<file path="src/core/tmc_unused_placeholder_none.sv">
// intentionally empty design unit list: all logic lives in tmc_timer
`timescale 1ns/1ps
`default_nettype none
`default_nettype wire

</file>
<file path="src/core/tmc_pkg.sv">
// package with constants and types for the dual 8-bit timer / event counter
package tmc_pkg;
   // clock select codes
   localparam logic [2:0] SEL_HF_2048 = 3'h0; // or low clock / 8
   localparam logic [2:0] SEL_HF_128 = 3'h1;
   localparam logic [2:0] SEL_HF_32 = 3'h2;
   localparam logic [2:0] SEL_HF_8 = 3'h3;
   localparam logic [2:0] SEL_LF = 3'h4;
   localparam logic [2:0] SEL_HF_2 = 3'h5;
   localparam logic [2:0] SEL_HF = 3'h6;
   localparam logic [2:0] SEL_PIN = 3'h7;
   // mode codes; upper codes with bit 2 set, with the lower counter in MODE_LOW16, make it the high byte of a 16-bit mode
   localparam logic [2:0] MODE_TMR8 = 3'h0; // 8-bit timer or event counter
   localparam logic [2:0] MODE_PDO8 = 3'h1;
   localparam logic [2:0] MODE_PWM8 = 3'h2;
   localparam logic [2:0] MODE_LOW16 = 3'h3; // lower counter as low byte
   localparam logic [2:0] MODE_TMR16 = 3'h4;
   localparam logic [2:0] MODE_WARM16 = 3'h5;
   localparam logic [2:0] MODE_PWM16 = 3'h6;
   localparam logic [2:0] MODE_PPG16 = 3'h7;
   localparam int CASCADE_BIT = 2;
   // prescaler
   localparam int HF_DIV_W = 11;
   localparam int LF_DIV_W = 3;
   localparam logic [HF_DIV_W-1:0] HF_DIV_RST = 11'h000;
   localparam logic [LF_DIV_W-1:0] LF_DIV_RST = 3'h0;
   localparam logic [7:0] CNT_RST = 8'h00;
   localparam logic [7:0] CNT_ONE = 8'h01;
   localparam logic [7:0] CNT_MAX = 8'hFF;
   // per-counter control set by software
   typedef struct packed {
      logic run;
      logic [2:0] mode;
      logic [2:0] clk_sel;
      logic ff_init; // output flip-flop initial value, unused in these modes
      logic [7:0] period;
   } tmc_ctl_s;
   // prescaled ticks
   typedef struct packed {
      logic hf;
      logic hf_2;
      logic hf_8;
      logic hf_32;
      logic hf_128;
      logic hf_2048;
      logic lf;
      logic lf_8;
   } tmc_tick_s;
endpackage

</file>
<file path="src/core/tmc_timer.sv">
// dual cascadable 8-bit timer / event counter with source legality checks
// Behaviour
// timer mode counts selected tick; on period match: pulse irq, clear, continue
// period register unbuffered, used live; software avoids rewriting while running
// software keeps output flip-flop init at 0 in these modes
// event counter mode counts falling edges of own event pin
// event mode match pulses irq and clears; counting resumes on later edges
// event pin levels held at least two machine cycles by the source
// software keeps 8-bit period 1..255, 8-bit duty 2..254
// software keeps 16-bit period/duty within documented ranges
// 16-bit pulse mode: duty>=1, duty+1<period<=65535
// full speed timer/DIVIDER_OUTPUT_MODE/16-bit timer accept only the four prescaled taps
// full speed PWM accepts all internal sources; 16-bit PWM/PROGRAMMABLE_PULSE_MODE add pin; code gives PROGRAMMABLE_PULSE_MODE only the four taps and pin
// low speed: timer/DIVIDER_OUTPUT_MODE/PROGRAMMABLE_PULSE_MODE low/8 only, PWM adds low clock, warm-up high
// 8-bit event uses own pin; 16-bit event uses lower pin only
// 16-bit modes take their source from lower clock select field
// lower and upper counters cascade into one 16-bit counter
// select codes 000..011 taps, 100 low, 101 half high, 110 high, 111 pin
// software changes mode/select/init only with the start of a run
// upper byte of 16-bit mode is clocked by lower overflow
// event pin synchronised; falling edge from successive samples
// irq is a one-cycle pulse in the clearing cycle
`timescale 1ns/1ps
`default_nettype none
module tmc_timer (
   input wire logic CLK_SYS,
   input wire logic RST,
   input wire logic HF_TICK,
   input wire logic LF_TICK,
   input wire logic LOW_SPEED,
   input wire logic PRESCALE_TAP_SELECT,
   input wire tmc_pkg::tmc_ctl_s LOWER_CTL,
   input wire tmc_pkg::tmc_ctl_s UPPER_CTL,
   input wire logic LOWER_EVENT_PIN,
   input wire logic UPPER_EVENT_PIN,
   output logic [7:0] LOWER_COUNT,
   output logic [7:0] UPPER_COUNT,
   output logic LOWER_IRQ,
   output logic UPPER_IRQ,
   output logic LOWER_SRC_ERR,
   output logic UPPER_SRC_ERR
);
   // source legality per mode and speed
   function automatic logic src_legal(input logic [2:0] mode, input logic [2:0] sel, input logic low);
      logic tap;
      tap = (sel <= tmc_pkg::SEL_HF_8);
      unique case (mode)
         tmc_pkg::MODE_TMR8, tmc_pkg::MODE_TMR16:
            src_legal = (sel == tmc_pkg::SEL_PIN) || (low ? sel == tmc_pkg::SEL_HF_2048 : tap);
         tmc_pkg::MODE_PDO8:
            src_legal = low ? sel == tmc_pkg::SEL_HF_2048 : tap;
         tmc_pkg::MODE_PWM8:
            src_legal = low ? (sel == tmc_pkg::SEL_HF_2048 || sel == tmc_pkg::SEL_LF) : sel != tmc_pkg::SEL_PIN;
         tmc_pkg::MODE_PWM16:
            src_legal = low ? (sel == tmc_pkg::SEL_HF_2048 || sel == tmc_pkg::SEL_LF || sel == tmc_pkg::SEL_PIN)
                            : 1'b1;
         tmc_pkg::MODE_WARM16:
            src_legal = low ? sel == tmc_pkg::SEL_HF : sel == tmc_pkg::SEL_LF;
         tmc_pkg::MODE_PPG16:
            src_legal = (sel == tmc_pkg::SEL_PIN) || (low ? sel == tmc_pkg::SEL_HF_2048 : tap);
         default:
            src_legal = 1'b0; // lower-byte code only valid under a cascade
      endcase
   endfunction

   // tick chosen by a select code
   function automatic logic src_tick(input logic [2:0] sel, input tmc_pkg::tmc_tick_s t, input logic pin_fall,
                                     input logic dv7, input logic low);
      unique case (sel)
         tmc_pkg::SEL_HF_2048: src_tick = (dv7 || low) ? t.lf_8 : t.hf_2048;
         tmc_pkg::SEL_HF_128: src_tick = t.hf_128;
         tmc_pkg::SEL_HF_32: src_tick = t.hf_32;
         tmc_pkg::SEL_HF_8: src_tick = t.hf_8;
         tmc_pkg::SEL_LF: src_tick = t.lf;
         tmc_pkg::SEL_HF_2: src_tick = t.hf_2;
         tmc_pkg::SEL_HF: src_tick = t.hf;
         tmc_pkg::SEL_PIN: src_tick = pin_fall;
      endcase
   endfunction

   logic [tmc_pkg::HF_DIV_W-1:0] hf_div_q;
   logic [tmc_pkg::LF_DIV_W-1:0] lf_div_q;
   tmc_pkg::tmc_tick_s tick;

   // free-running prescaler; taps pulse when the low divider bits wrap
   assign tick.hf = HF_TICK;
   assign tick.hf_2 = HF_TICK & hf_div_q[0];
   assign tick.hf_8 = HF_TICK & (&hf_div_q[2:0]);
   assign tick.hf_32 = HF_TICK & (&hf_div_q[4:0]);
   assign tick.hf_128 = HF_TICK & (&hf_div_q[6:0]);
   assign tick.hf_2048 = HF_TICK & (&hf_div_q);
   assign tick.lf = LF_TICK;
   assign tick.lf_8 = LF_TICK & (&lf_div_q);

   always_ff @(posedge CLK_SYS) begin
      if (RST) begin
         hf_div_q <= tmc_pkg::HF_DIV_RST;
         lf_div_q <= tmc_pkg::LF_DIV_RST;
      end else begin
         hf_div_q <= hf_div_q + {{(tmc_pkg::HF_DIV_W-1){1'b0}}, HF_TICK};
         lf_div_q <= lf_div_q + {{(tmc_pkg::LF_DIV_W-1){1'b0}}, LF_TICK};
      end
   end

   // event pins: two-stage synchroniser then one history stage
   logic lo_meta_q, up_meta_q, lo_sync_q, up_sync_q, lo_prev_q, up_prev_q;
   logic lo_fall, up_fall;
   always_ff @(posedge CLK_SYS) begin
      if (RST) begin
         lo_meta_q <= 1'b1; // idle-high history, so no false edge follows reset
         up_meta_q <= 1'b1;
         lo_sync_q <= 1'b1;
         up_sync_q <= 1'b1;
         lo_prev_q <= 1'b1;
         up_prev_q <= 1'b1;
      end else begin
         lo_meta_q <= LOWER_EVENT_PIN;
         up_meta_q <= UPPER_EVENT_PIN;
         lo_sync_q <= lo_meta_q;
         up_sync_q <= up_meta_q;
         lo_prev_q <= lo_sync_q;
         up_prev_q <= up_sync_q;
      end
   end
   // the source guarantees two-cycle levels, so one sample per level is never missed
   assign lo_fall = lo_prev_q & ~lo_sync_q;
   assign up_fall = up_prev_q & ~up_sync_q;

   // mode decode; upper mode bit 2 and the lower mode code steer a cascade
   logic cascade, lo_ok, up_ok, lo_tick, up_tick;
   logic lo_cnt8, up_cnt8;
   assign cascade = UPPER_CTL.mode[tmc_pkg::CASCADE_BIT] && LOWER_CTL.mode == tmc_pkg::MODE_LOW16;
   assign lo_ok = cascade ? src_legal(UPPER_CTL.mode, LOWER_CTL.clk_sel, LOW_SPEED)
                          : src_legal(LOWER_CTL.mode, LOWER_CTL.clk_sel, LOW_SPEED);
   assign up_ok = cascade ? lo_ok : src_legal(UPPER_CTL.mode, UPPER_CTL.clk_sel, LOW_SPEED);
   // 16-bit event mode sees only the lower pin; 8-bit uses each counter's own pin
   assign lo_tick = src_tick(LOWER_CTL.clk_sel, tick, lo_fall, PRESCALE_TAP_SELECT, LOW_SPEED);
   assign up_tick = src_tick(UPPER_CTL.clk_sel, tick, up_fall, PRESCALE_TAP_SELECT, LOW_SPEED);
   assign lo_cnt8 = !cascade && LOWER_CTL.run && lo_ok && LOWER_CTL.mode == tmc_pkg::MODE_TMR8 && lo_tick;
   assign up_cnt8 = !cascade && UPPER_CTL.run && up_ok && UPPER_CTL.mode == tmc_pkg::MODE_TMR8 && up_tick;

   // next-count arithmetic; the period is compared live, with no shadow copy
   logic [7:0] lo_inc, up_inc;
   logic lo_hit8, up_hit8, cas_step, lo_carry, hit16;
   assign lo_inc = LOWER_COUNT + tmc_pkg::CNT_ONE;
   assign up_inc = UPPER_COUNT + tmc_pkg::CNT_ONE;
   assign lo_hit8 = lo_inc == LOWER_CTL.period;
   assign up_hit8 = up_inc == UPPER_CTL.period;
   assign cas_step = cascade && UPPER_CTL.run && lo_ok && UPPER_CTL.mode == tmc_pkg::MODE_TMR16 && lo_tick;
   assign lo_carry = LOWER_COUNT == tmc_pkg::CNT_MAX; // overflow clocks the high byte, see
   assign hit16 = {(lo_carry ? up_inc : UPPER_COUNT), lo_inc} == {UPPER_CTL.period, LOWER_CTL.period};

   // counters; a stopped counter sits at zero so every run starts from a clean count
   always_ff @(posedge CLK_SYS) begin
      if (RST) begin
         LOWER_COUNT <= tmc_pkg::CNT_RST;
         UPPER_COUNT <= tmc_pkg::CNT_RST;
         LOWER_IRQ <= 1'b0;
         UPPER_IRQ <= 1'b0;
      end else begin
         LOWER_IRQ <= lo_cnt8 && lo_hit8;
         UPPER_IRQ <= (up_cnt8 && up_hit8) || (cas_step && hit16);
         if (cascade) begin
            if (!UPPER_CTL.run) begin
               LOWER_COUNT <= tmc_pkg::CNT_RST;
               UPPER_COUNT <= tmc_pkg::CNT_RST;
            end else if (cas_step) begin
               LOWER_COUNT <= hit16 ? tmc_pkg::CNT_RST : lo_inc;
               UPPER_COUNT <= hit16 ? tmc_pkg::CNT_RST : (lo_carry ? up_inc : UPPER_COUNT);
            end
         end else begin
            if (!LOWER_CTL.run)
               LOWER_COUNT <= tmc_pkg::CNT_RST;
            else if (lo_cnt8)
               LOWER_COUNT <= lo_hit8 ? tmc_pkg::CNT_RST : lo_inc;
            if (!UPPER_CTL.run)
               UPPER_COUNT <= tmc_pkg::CNT_RST;
            else if (up_cnt8)
               UPPER_COUNT <= up_hit8 ? tmc_pkg::CNT_RST : up_inc;
         end
      end
   end

   // illegal source flags, shown while the counter is told to run
   always_ff @(posedge CLK_SYS) begin
      if (RST) begin
         LOWER_SRC_ERR <= 1'b0;
         UPPER_SRC_ERR <= 1'b0;
      end else begin
         LOWER_SRC_ERR <= (cascade ? UPPER_CTL.run : LOWER_CTL.run) && !lo_ok;
         UPPER_SRC_ERR <= UPPER_CTL.run && !up_ok;
      end
   end

   // checks
   AST_LO_MATCH_CLEAR: assert property (@(posedge CLK_SYS) disable iff (RST)
      lo_cnt8 && lo_hit8 |=> LOWER_IRQ && LOWER_COUNT == 8'h00) else $error("lower match did not clear");
   AST_LO_INC: assert property (@(posedge CLK_SYS) disable iff (RST)
      lo_cnt8 && !lo_hit8 |=> LOWER_COUNT == $past(LOWER_COUNT) + 8'h01) else $error("lower count missed step");
   AST_UP_HOLD: assert property (@(posedge CLK_SYS) disable iff (RST)
      UPPER_CTL.run && !cascade && !up_cnt8 |=> $stable(UPPER_COUNT)) else $error("upper count moved idle");
   AST_IRQ_PULSE: assert property (@(posedge CLK_SYS) disable iff (RST)
      LOWER_IRQ |-> LOWER_COUNT == 8'h00 ##1 !LOWER_IRQ || $past(lo_hit8, 1)) else $error("irq not tied to clear");
   AST_FALL_EDGE: assert property (@(posedge CLK_SYS) disable iff (RST)
      lo_fall |-> ##1 !lo_fall) else $error("edge detect held");
   AST_SRC_ERR: assert property (@(posedge CLK_SYS) disable iff (RST)
      !cascade && LOWER_CTL.run && LOWER_CTL.mode == tmc_pkg::MODE_TMR8 && !LOW_SPEED
      && LOWER_CTL.clk_sel[2] && LOWER_CTL.clk_sel != tmc_pkg::SEL_PIN
      |=> LOWER_SRC_ERR) else $error("undivided source accepted in timer mode");
   AST_CASCADE_CARRY: assert property (@(posedge CLK_SYS) disable iff (RST)
      cas_step && !hit16 && LOWER_COUNT == 8'hFF |=> LOWER_COUNT == 8'h00 && UPPER_COUNT == $past(UPPER_COUNT) + 8'h01)
      else $error("carry not passed to high byte");
   AST_CASCADE_HIT: assert property (@(posedge CLK_SYS) disable iff (RST)
      cas_step && hit16 |=> UPPER_IRQ && UPPER_COUNT == 8'h00 && LOWER_COUNT == 8'h00) else $error("16-bit match lost");
   AST_TAP_RATE: assert property (@(posedge CLK_SYS) disable iff (RST)
      tick.hf_8 |=> !tick.hf_8 [*7]) else $error("tap fires too often");
endmodule
`default_nettype wire

</file>
<file path="config.mk">
export PLATFORM = sky130hd
export DESIGN_NAME = tmc_timer
export DESIGN_NICKNAME = d
export VERILOG_FILES = /design/src/core/tmc_unused_placeholder_none.sv /design/src/core/tmc_pkg.sv /design/src/core/tmc_timer.sv
export SDC_FILE = /design/constraint.sdc
export NUM_CORES = 1
export LEC_CHECK = 0
export BUFFER_PORTS_ARGS = -buffer_cell sky130_fd_sc_hd__buf_2
export CELL_PAD_IN_SITES_DETAIL_PLACEMENT = 1
export CELL_PAD_IN_SITES_GLOBAL_PLACEMENT = 1
export CORE_AREA = 2 2 101 103
export DETAILED_ROUTE_END_ITERATION = 10
export DIE_AREA = 0 0 103 105
export PLACE_DENSITY = 0.61
export SLEW_MARGIN = 5
export SYNTH_ARGS = -nofsm -noshare
export SYNTH_HDL_FRONTEND = slang
export SYNTH_SLANG_ARGS = --single-unit
</file>
<file path="constraint.sdc">
create_clock -name CLK_SYS -period 3.5 [get_ports CLK_SYS]
set_input_delay 0.525 -clock CLK_SYS [delete_from_list [all_inputs] [get_ports CLK_SYS]]
set_output_delay 0.525 -clock CLK_SYS [all_outputs]
set_load 0.005 [all_outputs]
</file>
Yosys cells after proc, flatten, opt, wreduce, memory -nomap -nowiden
Index checks and enable logic that the tools add are counted.

word-level totals
  register bits after elaboration = 40
  input bits = 40
  output and inout port bits = 20
  logic and storage cells = 140

operators by class
  add/sub/neg operators = 4
  order comparisons = 2
  equality and inequality tests = 36
  multiplexer cells = 32
  bitwise operators = 10
  reduce and logical (&&, ||, !) cells = 42

operators by type and width
  operator               count
  $mux W8                15
  $eq A3 B3 Y1 const B   16
  $eq A3 B2 Y1 const B   7
  $logic_and A1 B1 Y1    18
  $add A8 B1 Y8 const B  2
  $eq A16 B16 Y1         1
  $eq A8 B8 Y1           2
  $pmux W1 S8            2
  $pmux W1 S5            3
  $eq A3 B1 Y1 const B   4
  $logic_not A3 Y1       4
  $mux W1                12
  $add A11 B1 Y11        1
  $reduce_and A11 Y1     1
  $and A1 B1 Y1          8
  $eq A8 B8 Y1 const B   1
  $logic_or A1 B1 Y1     8
  $reduce_and A7 Y1      1
  $le A3 B2 Y1 const B   2
  $ne A3 B1 Y1 const B   2
  $ne A3 B3 Y1 const B   2
  $reduce_and A3 Y1      2
  $reduce_or A3 Y1       2
  $reduce_and A5 Y1      1
  other kinds (5)        9

Longest topological paths before layout
Gate-level depths: netlist (run 1).

  depth in word-level cells = 13
  depth in mapped cells = 12
  mapped depth without buffers = 10

Least setup slack after synthesis (run 1)
OpenSTA, ideal clock, no wires.

  path type = register -> register
  from = register LOWER_COUNT[0]
  to = register UPPER_COUNT[4]
  setup time = 0.122 ns
  arrival = 3.088 ns
  data required time = 3.378 ns
  path slack = 0.290 ns
  stages on the path, launching flop included = 12
  buffers on the path = 1
  clock period less this slack = 3.210 ns
  path through = dfxtp_1 -> ha_1 -> nand3_2 -> or3_1 -> xnor2_1 -> a2111oi_2 -> nand4b_1 -> or4_1 -> buf_6 -> a31oi_4 -> nor2_2 -> a221o_1

between the ends
  word-level cells in the longest chain between the ends = 7
  elaborated cells between the ends (all ways) = 8
  classes of those cells = add/sub: 1; eq/ne: 2; mux: 5

ends and longest elaborated chain
  what                                                                   RTL line          source
  start, declared                                                        tmc_timer.sv:36   output logic [7:0] LOWER_COUNT,
  start signal, assigned                                                 tmc_timer.sv:156  LOWER_COUNT <= tmc_pkg::CNT_RST;
  start signal, assigned                                                 tmc_timer.sv:165  LOWER_COUNT <= tmc_pkg::CNT_RST;
  start signal, assigned                                                 tmc_timer.sv:168  LOWER_COUNT <= hit16 ? tmc_pkg::CNT_RST : lo_inc;
  parallel branches: the longest is 3 deep, another holds $add A8 B1 Y8  n/a
  $mux W8 (*)                                                            tmc_timer.sv:169  UPPER_COUNT <= hit16 ? tmc_pkg::CNT_RST : (lo_carry ? up_inc : UPPER_COUNT);
  $mux W8 (*)                                                            tmc_timer.sv:167  end else if (cas_step) begin
  $mux W8 (*)                                                            tmc_timer.sv:164  if (!UPPER_CTL.run) begin
  $mux W8 (*)                                                            tmc_timer.sv:163  if (cascade) begin
  end signal, assigned                                                   tmc_timer.sv:166  UPPER_COUNT <= tmc_pkg::CNT_RST;
  end signal, assigned                                                   tmc_timer.sv:169
  end signal, assigned                                                   tmc_timer.sv:177  UPPER_COUNT <= tmc_pkg::CNT_RST;
  end, declared                                                          tmc_timer.sv:37   output logic [7:0] UPPER_COUNT,

Mark *: on every way between the ends. The select of a mux whose other input is x is not followed.
A chain may end at the register's enable or synchronous reset.

Worst setup path in the final report (run 1)
Ends and elaborated chain as after synthesis.

==> results of run 1 <==
per-stage QoR:
stage	hold WS [ns]	power [uW]
2_1_floorplan	0.389	587
3_3_place_gp	0.393	654
3_5_place_dp	0.397	658
4_1_cts	0.414	962
5_1_grt	0.421	1000
6_report	0.410	949
state kept, by name, indices dropped and copies added, names as in the netlist, 3 cells and up:
name and count:
LOWER_COUNT 8, UPPER_COUNT 8, hf_div_q 11, lf_div_q 3
worst min-delay path by stage:
stage	from	end	slack [ns]	cells past startpoint
after global routing	lo_meta_q	lo_sync_q	0.42	1
final	lo_meta_q	lo_sync_q	0.41	1
after CTS	lo_meta_q	lo_sync_q	0.41	1
after detailed placement	lo_meta_q	lo_sync_q	0.40	1
after global placement	lo_meta_q	lo_sync_q	0.39	1
after floorplan	lo_meta_q	lo_sync_q	0.39	1
worst max-delay path, cell delays in order (launching register included):
cell,delay (ns)
dfxtp_1,0.34
ha_1,0.23
nand3_2,0.11
or3_1,0.38
xnor2_1,0.16
a2111oi_2,0.33
nand4b_1,0.25
or4_4,0.68
a31oi_4,0.29
nor2_2,0.09
a221o_1,0.31
layer usage:
metal | global-route usage | wire (um) | vias to the layer above
met3 | 0.0274 | 265 | 7
met5 | 0 | 0 | -
met1 | 0.239 | 4430 | 1377
met2 | 0.262 | 3960 | 40
li1 | - | - | 1467
met4 | 0.0254 | 56 | 0
report_power, final:
group / switching [uW] / total (uW) / internal, uW / leakage, uW
Combinational: 101 / 175 / 74.1 / 0.000928
Clock: 166 / 302 / 136 / 0.0000410
Sequential: 5.83 / 472 / 466 / 0.000325
Total: 273 / 949 / 676 / 0.00129
logic make-up after synthesis:
| logic type | synth area share |
|---|---|
| adders and majority gates | 0.0263 |
| xor gates and xnor gates | 0.0922 |
| buffers and inverters | 0.0500 |
| AOI/OAI and AO/OA | 0.237 |
| DFF | 0.281 |
| muxes | 0.0119 |
| and+or+nand+nor | 0.302 |
layout make-up:
cell class                 count  share of cell area
sequential                    40               0.235
clock buffer                   6              0.0213
tap                          133              0.0488
clock inverter                 1             0.00147
multi-input combinational    292               0.562
inverter                      18              0.0198
timing repair buffer          70               0.112
timing repair:
item                                    CTS  global route
endpoints found under the setup margin    0             9
hold endpoints to repair                  0             0
gates resized for setup                   0             2
hold buffers                              0             0
cell usage in the layout, fill, tap and decap left out, drive strengths merged, types with 3 or more instances in the layout:
cell type / synthesis / final
and2: 3 / 3
nand3: 29 / 29
nor3: 15 / 15
ha: 6 / 6
a221oi: 3 / 3
a2111oi: 4 / 4
clkbuf: 7 / 6
nand2: 25 / 25
o21ai: 28 / 28
o21a: 3 / 3
nor4: 8 / 8
nor2: 26 / 26
xnor2: 16 / 16
a211oi: 4 / 4
dfxtp: 40 / 40
a31o: 3 / 3
inv: 18 / 18
o211ai: 3 / 3
a31oi: 11 / 11
or3: 11 / 11
nor2b: 9 / 9
a22oi: 3 / 3
nand4: 6 / 6
or2: 9 / 9
a21oi: 15 / 15
buf: 7 / 70
xor2: 14 / 14
nand2b: 3 / 3
==> summary.md, run 1 <==
| Metric | Value |
|---|---|
| Fin nets | `473` |
| Post-synthesis net count | `410` |
| Reg clk slew, reported paths | `0.09 ns` |
| Via count of the routed design | `2891` |
| P&R area growth vs syn | `19.8%` |
| Multi-input gate area | `0.00192 sq mm` |
| Placed insts | `553` |
| Total global-route track usage | `0.166` |
| Dominant cell by count in the synthesized netlist | `dfxtp_1` |
| Row cnt | `36` |
| Commonest register cell after synthesis | `dfxtp_1` |
| FF+latch area | `801 sq um` |
| Drt total wl | `8.71 mm` |
| Initial antenna violation count | `0` |
| Mapped Avg Cell Area | `7.83 sq um` |
| Static leakage | `0.00129 uW` |
| Synthesized flop and latch total | `40` |
| RSZ-0062 raised after global routing | `false` |
| Post-synth top cells | `dfxtp_1 (40), nand3_1 (27), nand2_1 (25), nor2_1 (25), o21ai_0 (22)` |
| Max_slew headroom | `0.611` |
| Postcts setup bufs | `0` |
| Fin util | `0.354` |
| CTS buffer count | `5` |
| Ports | `60` |
| Crit. End Element | `flop` |
| Critical setup path kind | `flop to flop` |
| Number of global-route vias before repair | `2871` |
| Top fanout value on the critical path | `9` |
| Max-Cap Viols | `0` |
| CP endpoint | `UPPER_COUNT[4]` |
| EDFF count, synth | `0` |
| Reg-to-reg setup timing slack | `0.22 ns` |
| Wire length of the first global-routing pass | `14.4 mm` |
| Reg2reg start | `LOWER_COUNT[0]` |
| Clock Skews | `0.0166 ns` |
| Die width | `103 um` |
| Slew @ Worst Pin | `0.581 ns` |
| Post-synth top area share | `0.281` |
| Effective utilization at floorplan | `0.296` |
| Crit path required time | `3.69 ns` |
| Total die area | `0.0108 sq mm` |
| Final setup fails | `0` |
| H-tree levels | `2` |
| Number of DRC markers in iteration 0 | `50` |
| Die Y | `105 um` |
| Share of layout cells above drive strength 1 | `0.232` |
| Synthesized netlist cell count | `364` |
| Pwr dens | `278 mW/mm^2` |
| Fillcell total | `1226` |
| Synth warn | `0` |
| Reg-to-reg endpoint | `UPPER_COUNT[4]` |
| Largest net degree at the start of global routing | `30` |
| Max-slew violations | `0` |
| Post-Syn Area | `0.00285 sq mm` |
| Hpwl dp | `6.80 mm` |
| Seq/Total Area, Yosys | `0.281` |
| # diodes | `0` |
| CTS tree | `built` |
| Placed Area | `0.00332 sq mm` |
| Worst setup startpoint | `LOWER_COUNT[0]` |
| Number of vias per cell | `5.16` |
| GP Congestion | `0.790` |
| Fin Setup TNS | `0 ns` |
| Top cells by area, synth | `dfxtp_1 (28%), xnor2_1 (4.9%), nand3_1 (4.7%), xor2_1 (4.3%), o21ai_0 (3.9%)` |
| Synth cell types | `67` |
| Leading area contributor after synthesis | `dfxtp_1` |
| Post-route ant nets | `0` |
| Dpl ws | `0.0495 ns` |
| Final Cycle Share | `0.936` |
| Max VDD drop | `0.000108 V` |
| Clock Latency Late Sink | `0.30 ns` |
| Hold crit path type | `flop to flop` |
| DRC violations left | `0` |
| Clk root buf | `clkbuf_8` |
| CTS sink cnt | `40` |
| First-pass DRT Iterations | `4` |
| Status | `finished, final reports clean` |
| Hold Fails Final Rpt | `0` |
| Global route overflow | `0` |
| Core Footprint | `0.00964 sq mm` |
| R2R depth | `10` |
| Min Clock Period, post-route | `3.28 ns` |
| Non-Filler Instances | `560` |
| Design Area, Final | `0.00341 sq mm` |
| Maximum clock insertion buffer count | `2` |
| Fmax | `305 MHz` |
| Setup ws final | `0.224 ns` |
| Async set-reset flop share out of synthesis | `0` |
| WP data arrival | `3.47 ns` |
| CP Launch Type | `flop` |
| Routed WL per cell | `15.6 um` |
| IO Port Bufs | `57` |
Note: power is estimated with default switching activity, not from simulation.
==> inputs of run 2 (changes only) <==
--- a/config.mk
+++ b/config.mk
@@ -11,6 +11,7 @@
 export CORE_AREA = 2 2 101 103
 export DETAILED_ROUTE_END_ITERATION = 10
 export DIE_AREA = 0 0 103 105
+export GPL_TIMING_DRIVEN = 0
 export PLACE_DENSITY = 0.61
 export SLEW_MARGIN = 5
 export SYNTH_ARGS = -nofsm -noshare
==> constraint.sdc (replaced) <==
create_clock -name CLK_SYS -period 4.19 [get_ports CLK_SYS]
set_input_delay 0.6285 -clock CLK_SYS [delete_from_list [all_inputs] [get_ports CLK_SYS]]
set_output_delay 0.6285 -clock CLK_SYS [all_outputs]
set_load 0.005 [all_outputs]
==> run 2 against run 1 <==
Effect of this change:
- sequential share of layout area is 0.052 points lower
- register-to-register slack improved by 0.21 ns
- via count fell by 0.52%
- die area stayed put
- critical path depth up 1
- non-clock buffer count shrank 1
- total power shrank 3.3%
- utilization up 0.078 points
- combinational power fell by 19%
- critical endpoint unchanged
==> summary.md, run 2 (synthesis gave the netlist of run 1 again) <==
| Metric | Value |
|---|---|
| Status | `finished, final reports clean` |
| Hold Fails Final Rpt | `0` |
| Die width | `103 um` |
| WP data arrival | `3.95 ns` |
| Max reg flops | `11` |
| Final Cycle Share | `0.897` |
| Postcts setup bufs | `0` |
| Reg clk slew, reported paths | `0.08 ns` |
| Tot Pwr | `917 uW` |
| Number of vias per cell | `5.14` |
| Crit path required time | `4.38 ns` |
| Final setup fails | `0` |
| Clk root buf | `clkbuf_8` |
| # diodes | `0` |
| Clock Skews | `0.00827 ns` |
| Largest regs | `hf_div_q (11), LOWER_COUNT (8), UPPER_COUNT (8)` |
| Drt total wl | `8.52 mm` |
| Hpwl dp | `6.73 mm` |
| Effective utilization at floorplan | `0.296` |
| Static leakage | `0.00128 uW` |
| CP Launch Type | `flop` |
| Hold crit path type | `flop to flop` |
| Fin Setup TNS | `0 ns` |
| Ports | `60` |
| Critical setup path kind | `flop to flop` |
| Slew @ Worst Pin | `0.494 ns` |
| Fillcell total | `1225` |
| Via count of the routed design | `2876` |
| Global route overflow | `0` |
| Die Y | `105 um` |
| Core Footprint | `0.00964 sq mm` |
| Number of global-route vias before repair | `2896` |
| Hold_ws | `0.413 ns` |
| Max VDD drop | `0.000105 V` |
| Max-Cap Viols | `0` |
| Largest Register | `hf_div_q` |
| Resized Gates After CTS | `0` |
| Row cnt | `36` |
| Worst path cell trace | `ha_1 -> nand3_2 -> or3_1 -> xnor2_1 -> a2111oi_2 -> nand4b_1 -> or4_1 -> buf_6 -> a21boi_2 -> nor2_1 -> a221o_1` |
| Hold buffers post-CTS | `0` |
| Max-slew violations | `0` |
| Routed WL per cell | `15.2 um` |
| DRC violations left | `0` |
| Clock Latency Late Sink | `0.30 ns` |
| Min Clock Period, post-route | `3.76 ns` |
| GP Congestion | `0.795` |
| P&R area growth vs syn | `20.0%` |
| Delay of the slowest critical-path stage | `0.60 ns` |
| CTS sink cnt | `40` |
| Top fanout value on the critical path | `9` |
| Pwr dens | `268 mW/mm^2` |
| IO Port Bufs | `55` |
| Crit. End Element | `flop` |
| Fin nets | `472` |
| CTS buffer count | `5` |
| Share of layout cells above drive strength 1 | `0.211` |
| Post-route ant nets | `0` |
| Max_slew headroom | `0.669` |
| Largest net degree at the start of global routing | `13` |
| Maximum clock insertion buffer count | `2` |
| Total die area | `0.0108 sq mm` |
| Slowest-stage cell, CP | `or4_1` |
| Wire length of the first global-routing pass | `14.3 mm` |
| Initial antenna violation count | `0` |
| First-pass DRT Iterations | `5` |
| Total global-route track usage | `0.163` |
| H-tree levels | `2` |
| Number of DRC markers in iteration 0 | `78` |
| CTS tree | `built` |
| Most frequent cells in the layout | `buf_2 (58), dfxtp_1 (40), nand3_1 (27), nor2_1 (25), nand2_1 (25)` |
| Leading cell type in the layout, fill and taps excluded | `buf_2` |
| RSZ-0062 raised after global routing | `false` |
| Fmax | `266 MHz` |
-- run 2: cell count changes in the layout (fill, tap and decap cells not counted), moves of 2 or more --
cell and delta:
buf_4 -12, bufinv_16 +2, buf_6 +2, clkbuf_1 +6
-- run 2: area by class of cell --
type | count | area, sq um | area share
plain buffers | 14 | 75.1 | 0.0219
flip-flops and latches | 40 | 801 | 0.234
repair buffers | 55 | 275 | 0.0805
well taps | 133 | 166 | 0.0486
clock buffers | 5 | 68.8 | 0.0201
multi-input cells | 292 | 1910 | 0.557
inverters | 18 | 67.6 | 0.0198
clock inverters | 2 | 60.1 | 0.0176
-- run 2: path summary, 6_finish.rpt --
path	start	endpoint	slack, ns	cells after the start
setup / recovery	LOWER_COUNT[0]	UPPER_COUNT[4]	0.43	11
hold / removal	up_meta_q	up_sync_q	0.41	1
setup reg to reg	LOWER_COUNT[0]	UPPER_COUNT[4]	0.43	11
hold reg to reg	up_meta_q	up_sync_q	0.41	1
-- run 2: metrics by stage --
step / util / cell area [sq um] / instances / setup WS [ns]
6_report: 0.355 / 3420 / 559 / 0.433
2_1_floorplan: - / 2850 / 364 / 0.980
3_3_place_gp: 0.342 / 3290 / 552 / 0.404
3_5_place_dp: 0.342 / 3290 / 552 / 0.418
5_1_grt: 0.355 / 3420 / 559 / 0.0571
4_1_cts: 0.355 / 3420 / 559 / 0.391
-- run 2: power breakdown --
part	switching, uW	internal (uW)	total (uW)	leakage (uW)
clock	144	235	379	0.0000642
combinational	81.8	59.6	141	0.000887
sequential	7.55	389	397	0.000325
-- run 2: per-layer routing --
layer	GRT usage	vias up	routed length, um
met2	0.255	45	3860
met4	0.0348	0	59
met1	0.236	1350	4330
met3	0.0254	4	267
met5	0	-	0
li1	-	1477	-
-- run 2: critical path: cells and delay by family (launching register included) --
| family | cells | cell delay (ns) |
|---|---|---|
| adder cells (fa/ha/maj) | 1 | 0.27 |
| buffers and inverters | 1 | 0.16 |
| XOR/XNOR | 1 | 0.16 |
| flip-flops | 1 | 0.49 |
| AO/OA/AOI/OAI | 3 | 0.92 |
| AND/OR/NAND/NOR | 5 | 1.64 |
==> inputs of run 3 (changes only) <==
--- a/config.mk
+++ b/config.mk
@@ -8,11 +8,11 @@
 export BUFFER_PORTS_ARGS = -buffer_cell sky130_fd_sc_hd__buf_2
 export CELL_PAD_IN_SITES_DETAIL_PLACEMENT = 1
 export CELL_PAD_IN_SITES_GLOBAL_PLACEMENT = 1
-export CORE_AREA = 2 2 101 103
+export CORE_AREA = 2 2 85 87
 export DETAILED_ROUTE_END_ITERATION = 10
-export DIE_AREA = 0 0 103 105
+export DIE_AREA = 0 0 87 89
 export GPL_TIMING_DRIVEN = 0
-export PLACE_DENSITY = 0.61
+export PLACE_DENSITY = 0.82
 export SLEW_MARGIN = 5
 export SYNTH_ARGS = -nofsm -noshare
 export SYNTH_HDL_FRONTEND = slang
==> run 3 against run 2 <==
Effect of this change:
- sequential cell count unchanged
- cell count down 9.3%
- critical path type unchanged
- routed wire length down 1.0%
- sequential share of layout area up 0.56 points
- utilization up 14 points
- non-clock buffer count unchanged
- highest routed layer unchanged
- fmax up 0.99%
==> summary.md, run 3 (synthesis gave the netlist of run 1 again) <==
| Metric | Value |
|---|---|
| Status | `finished, final reports clean` |
| Crit. End Element | `flop` |
| Delay of the slowest critical-path stage | `0.59 ns` |
| Effective utilization at floorplan | `0.424` |
| First-pass DRT Iterations | `4` |
| # diodes | `0` |
| Crit-path leading delay family | `simple AND/OR/NAND/NOR gates` |
| Largest net degree at the start of global routing | `15` |
| DRC violations left | `0` |
| Clk root buf | `clkbuf_8` |
| CP Launch Type | `flop` |
| Drt total wl | `8.44 mm` |
| Routed WL per cell | `16.6 um` |
| Hold buffers post-CTS | `0` |
| Total global-route track usage | `0.220` |
| Max_slew headroom | `0.639` |
| Row cnt | `30` |
| Hpwl dp | `6.41 mm` |
| CTS sink cnt | `40` |
| CTS buffer count | `5` |
| CP endpoint | `UPPER_COUNT[4]` |
| Placed insts | `499` |
| Non-Filler Instances | `507` |
| Worst path bufs/invs | `1` |
| Postcts setup bufs | `0` |
| Clock Skews | `0.00968 ns` |
| Die width | `87 um` |
| Die Y | `89 um` |
| Core Footprint | `0.00672 sq mm` |
| Reg clk slew, reported paths | `0.09 ns` |
| Number of DRC markers in iteration 0 | `57` |
| Largest regs | `hf_div_q (11), LOWER_COUNT (8), UPPER_COUNT (8)` |
| Final setup fails | `0` |
| R2R depth | `11` |
| Hold crit path type | `flop to flop` |
| Fin nets | `472` |
| Global route overflow | `0` |
| Crit path required time | `4.39 ns` |
| Maximum clock insertion buffer count | `2` |
| CTS tree | `built` |
| Worst setup startpoint | `LOWER_COUNT[0]` |
| Largest Register | `hf_div_q` |
| Number of vias per cell | `5.80` |
| Resized Gates After CTS | `0` |
| Clock Latency Late Sink | `0.31 ns` |
| Max-slew violations | `0` |
| GP Congestion | `0.883` |
| Most frequent cells in the layout | `buf_2 (58), dfxtp_1 (40), nand3_1 (27), nor2_1 (25), nand2_1 (25)` |
| Hold Path Stages | `1` |
| Max-Cap Viols | `0` |
| Fin util | `0.497` |
| Max VDD drop | `0.000174 V` |
| Fin Setup TNS | `0 ns` |
| Hold Fails Final Rpt | `0` |
| Max reg flops | `11` |
| Via count of the routed design | `2943` |
| WP data arrival | `3.92 ns` |
| Slew @ Worst Pin | `0.539 ns` |
| Final Cycle Share | `0.888` |
| Wire length of the first global-routing pass | `13.6 mm` |
| Top fanout value on the critical path | `9` |
| Pwr dens | `263 mW/mm^2` |
| Worst path depth | `11` |
| Initial antenna violation count | `0` |
| Leading cell type in the layout, fill and taps excluded | `buf_2` |
| Reg-to-reg endpoint | `UPPER_COUNT[4]` |
| Total die area | `0.00774 sq mm` |
| IO Port Bufs | `55` |
| Post-route ant nets | `0` |
| P&R area growth vs syn | `17.2%` |
| Fmax | `269 MHz` |
| Reg2reg start | `LOWER_COUNT[0]` |
| Static leakage | `0.00127 uW` |
| Ports | `60` |
| RSZ-0062 raised after global routing | `false` |
| Number of global-route vias before repair | `2786` |
| Min Clock Period, post-route | `3.72 ns` |
| Critical setup path kind | `flop to flop` |
| Reg-to-reg setup timing slack | `0.47 ns` |
| H-tree levels | `2` |
| Worst path cell trace | `ha_1 -> nand3_2 -> or3_1 -> xnor2_1 -> a2111oi_2 -> nand4b_1 -> or4_1 -> buf_6 -> a21boi_2 -> nor2_1 -> a221o_1` |
| Share of layout cells above drive strength 1 | `0.213` |
| Slowest-stage cell, CP | `or4_1` |
-- run 3: metal layers --
| metal | global-route usage | routed length, um | up-vias |
|---|---|---|---|
| met1 | 0.289 | 3960 | 1390 |
| met3 | 0.0314 | 332 | 13 |
| met2 | 0.375 | 4000 | 62 |
| li1 | - | - | 1478 |
| met4 | 0.0668 | 146 | 0 |
| met5 | 0 | 0 | - |
-- run 3: worst register-to-register path, cell delays in order (launching register included) --
cell       delay, ns
dfxtp_1         0.49
ha_1            0.29
nand3_2         0.22
or3_1           0.43
xnor2_1         0.16
a2111oi_2       0.33
nand4b_1        0.25
or4_1           0.59
buf_6           0.16
a21boi_2        0.25
nor2_1          0.14
a221o_1         0.32
-- run 3: how the worst min path moves through the flow --
| stage | from | slack, ns | endpoint |
|---|---|---|---|
| floorplan | lo_meta_q | 0.39 | lo_sync_q |
| global placement | lo_meta_q | 0.40 | lo_sync_q |
| CTS | up_meta_q | 0.42 | up_sync_q |
| finish | up_meta_q | 0.42 | up_sync_q |
| detailed placement | up_meta_q | 0.40 | up_sync_q |
| global route | up_meta_q | 0.43 | up_sync_q |
-- run 3: area by class of cell --
class | instances | area (sq um)
buffer | 14 | 75.1
clock buffer | 5 | 68.8
clock inverter | 3 | 46.3
fill | 877 | 3380
inverter | 18 | 67.6
multi-input combinational | 292 | 1910
sequential | 40 | 801
tap | 80 | 100
timing repair buffer | 55 | 275
-- run 3: report_power, final --
part	switching (uW)	internal, uW	total [uW]	leakage (uW)
sequential	7.39	389	397	0.000325
clock	157	180	337	0.0000548
combinational	83.8	59.8	144	0.000887
-- run 3: stage by stage --
stage / instance area, sq um / setup WS, ns / total power [uW] / hold WS [ns]
floorplan: 2850 / 0.980 / 491 / 0.389
detailed placement: 3230 / 0.461 / 548 / 0.401
CTS: 3340 / 0.433 / 883 / 0.423
global placement: 3230 / 0.480 / 543 / 0.396
finish: 3340 / 0.470 / 877 / 0.420
global route: 3340 / 0.183 / 913 / 0.433
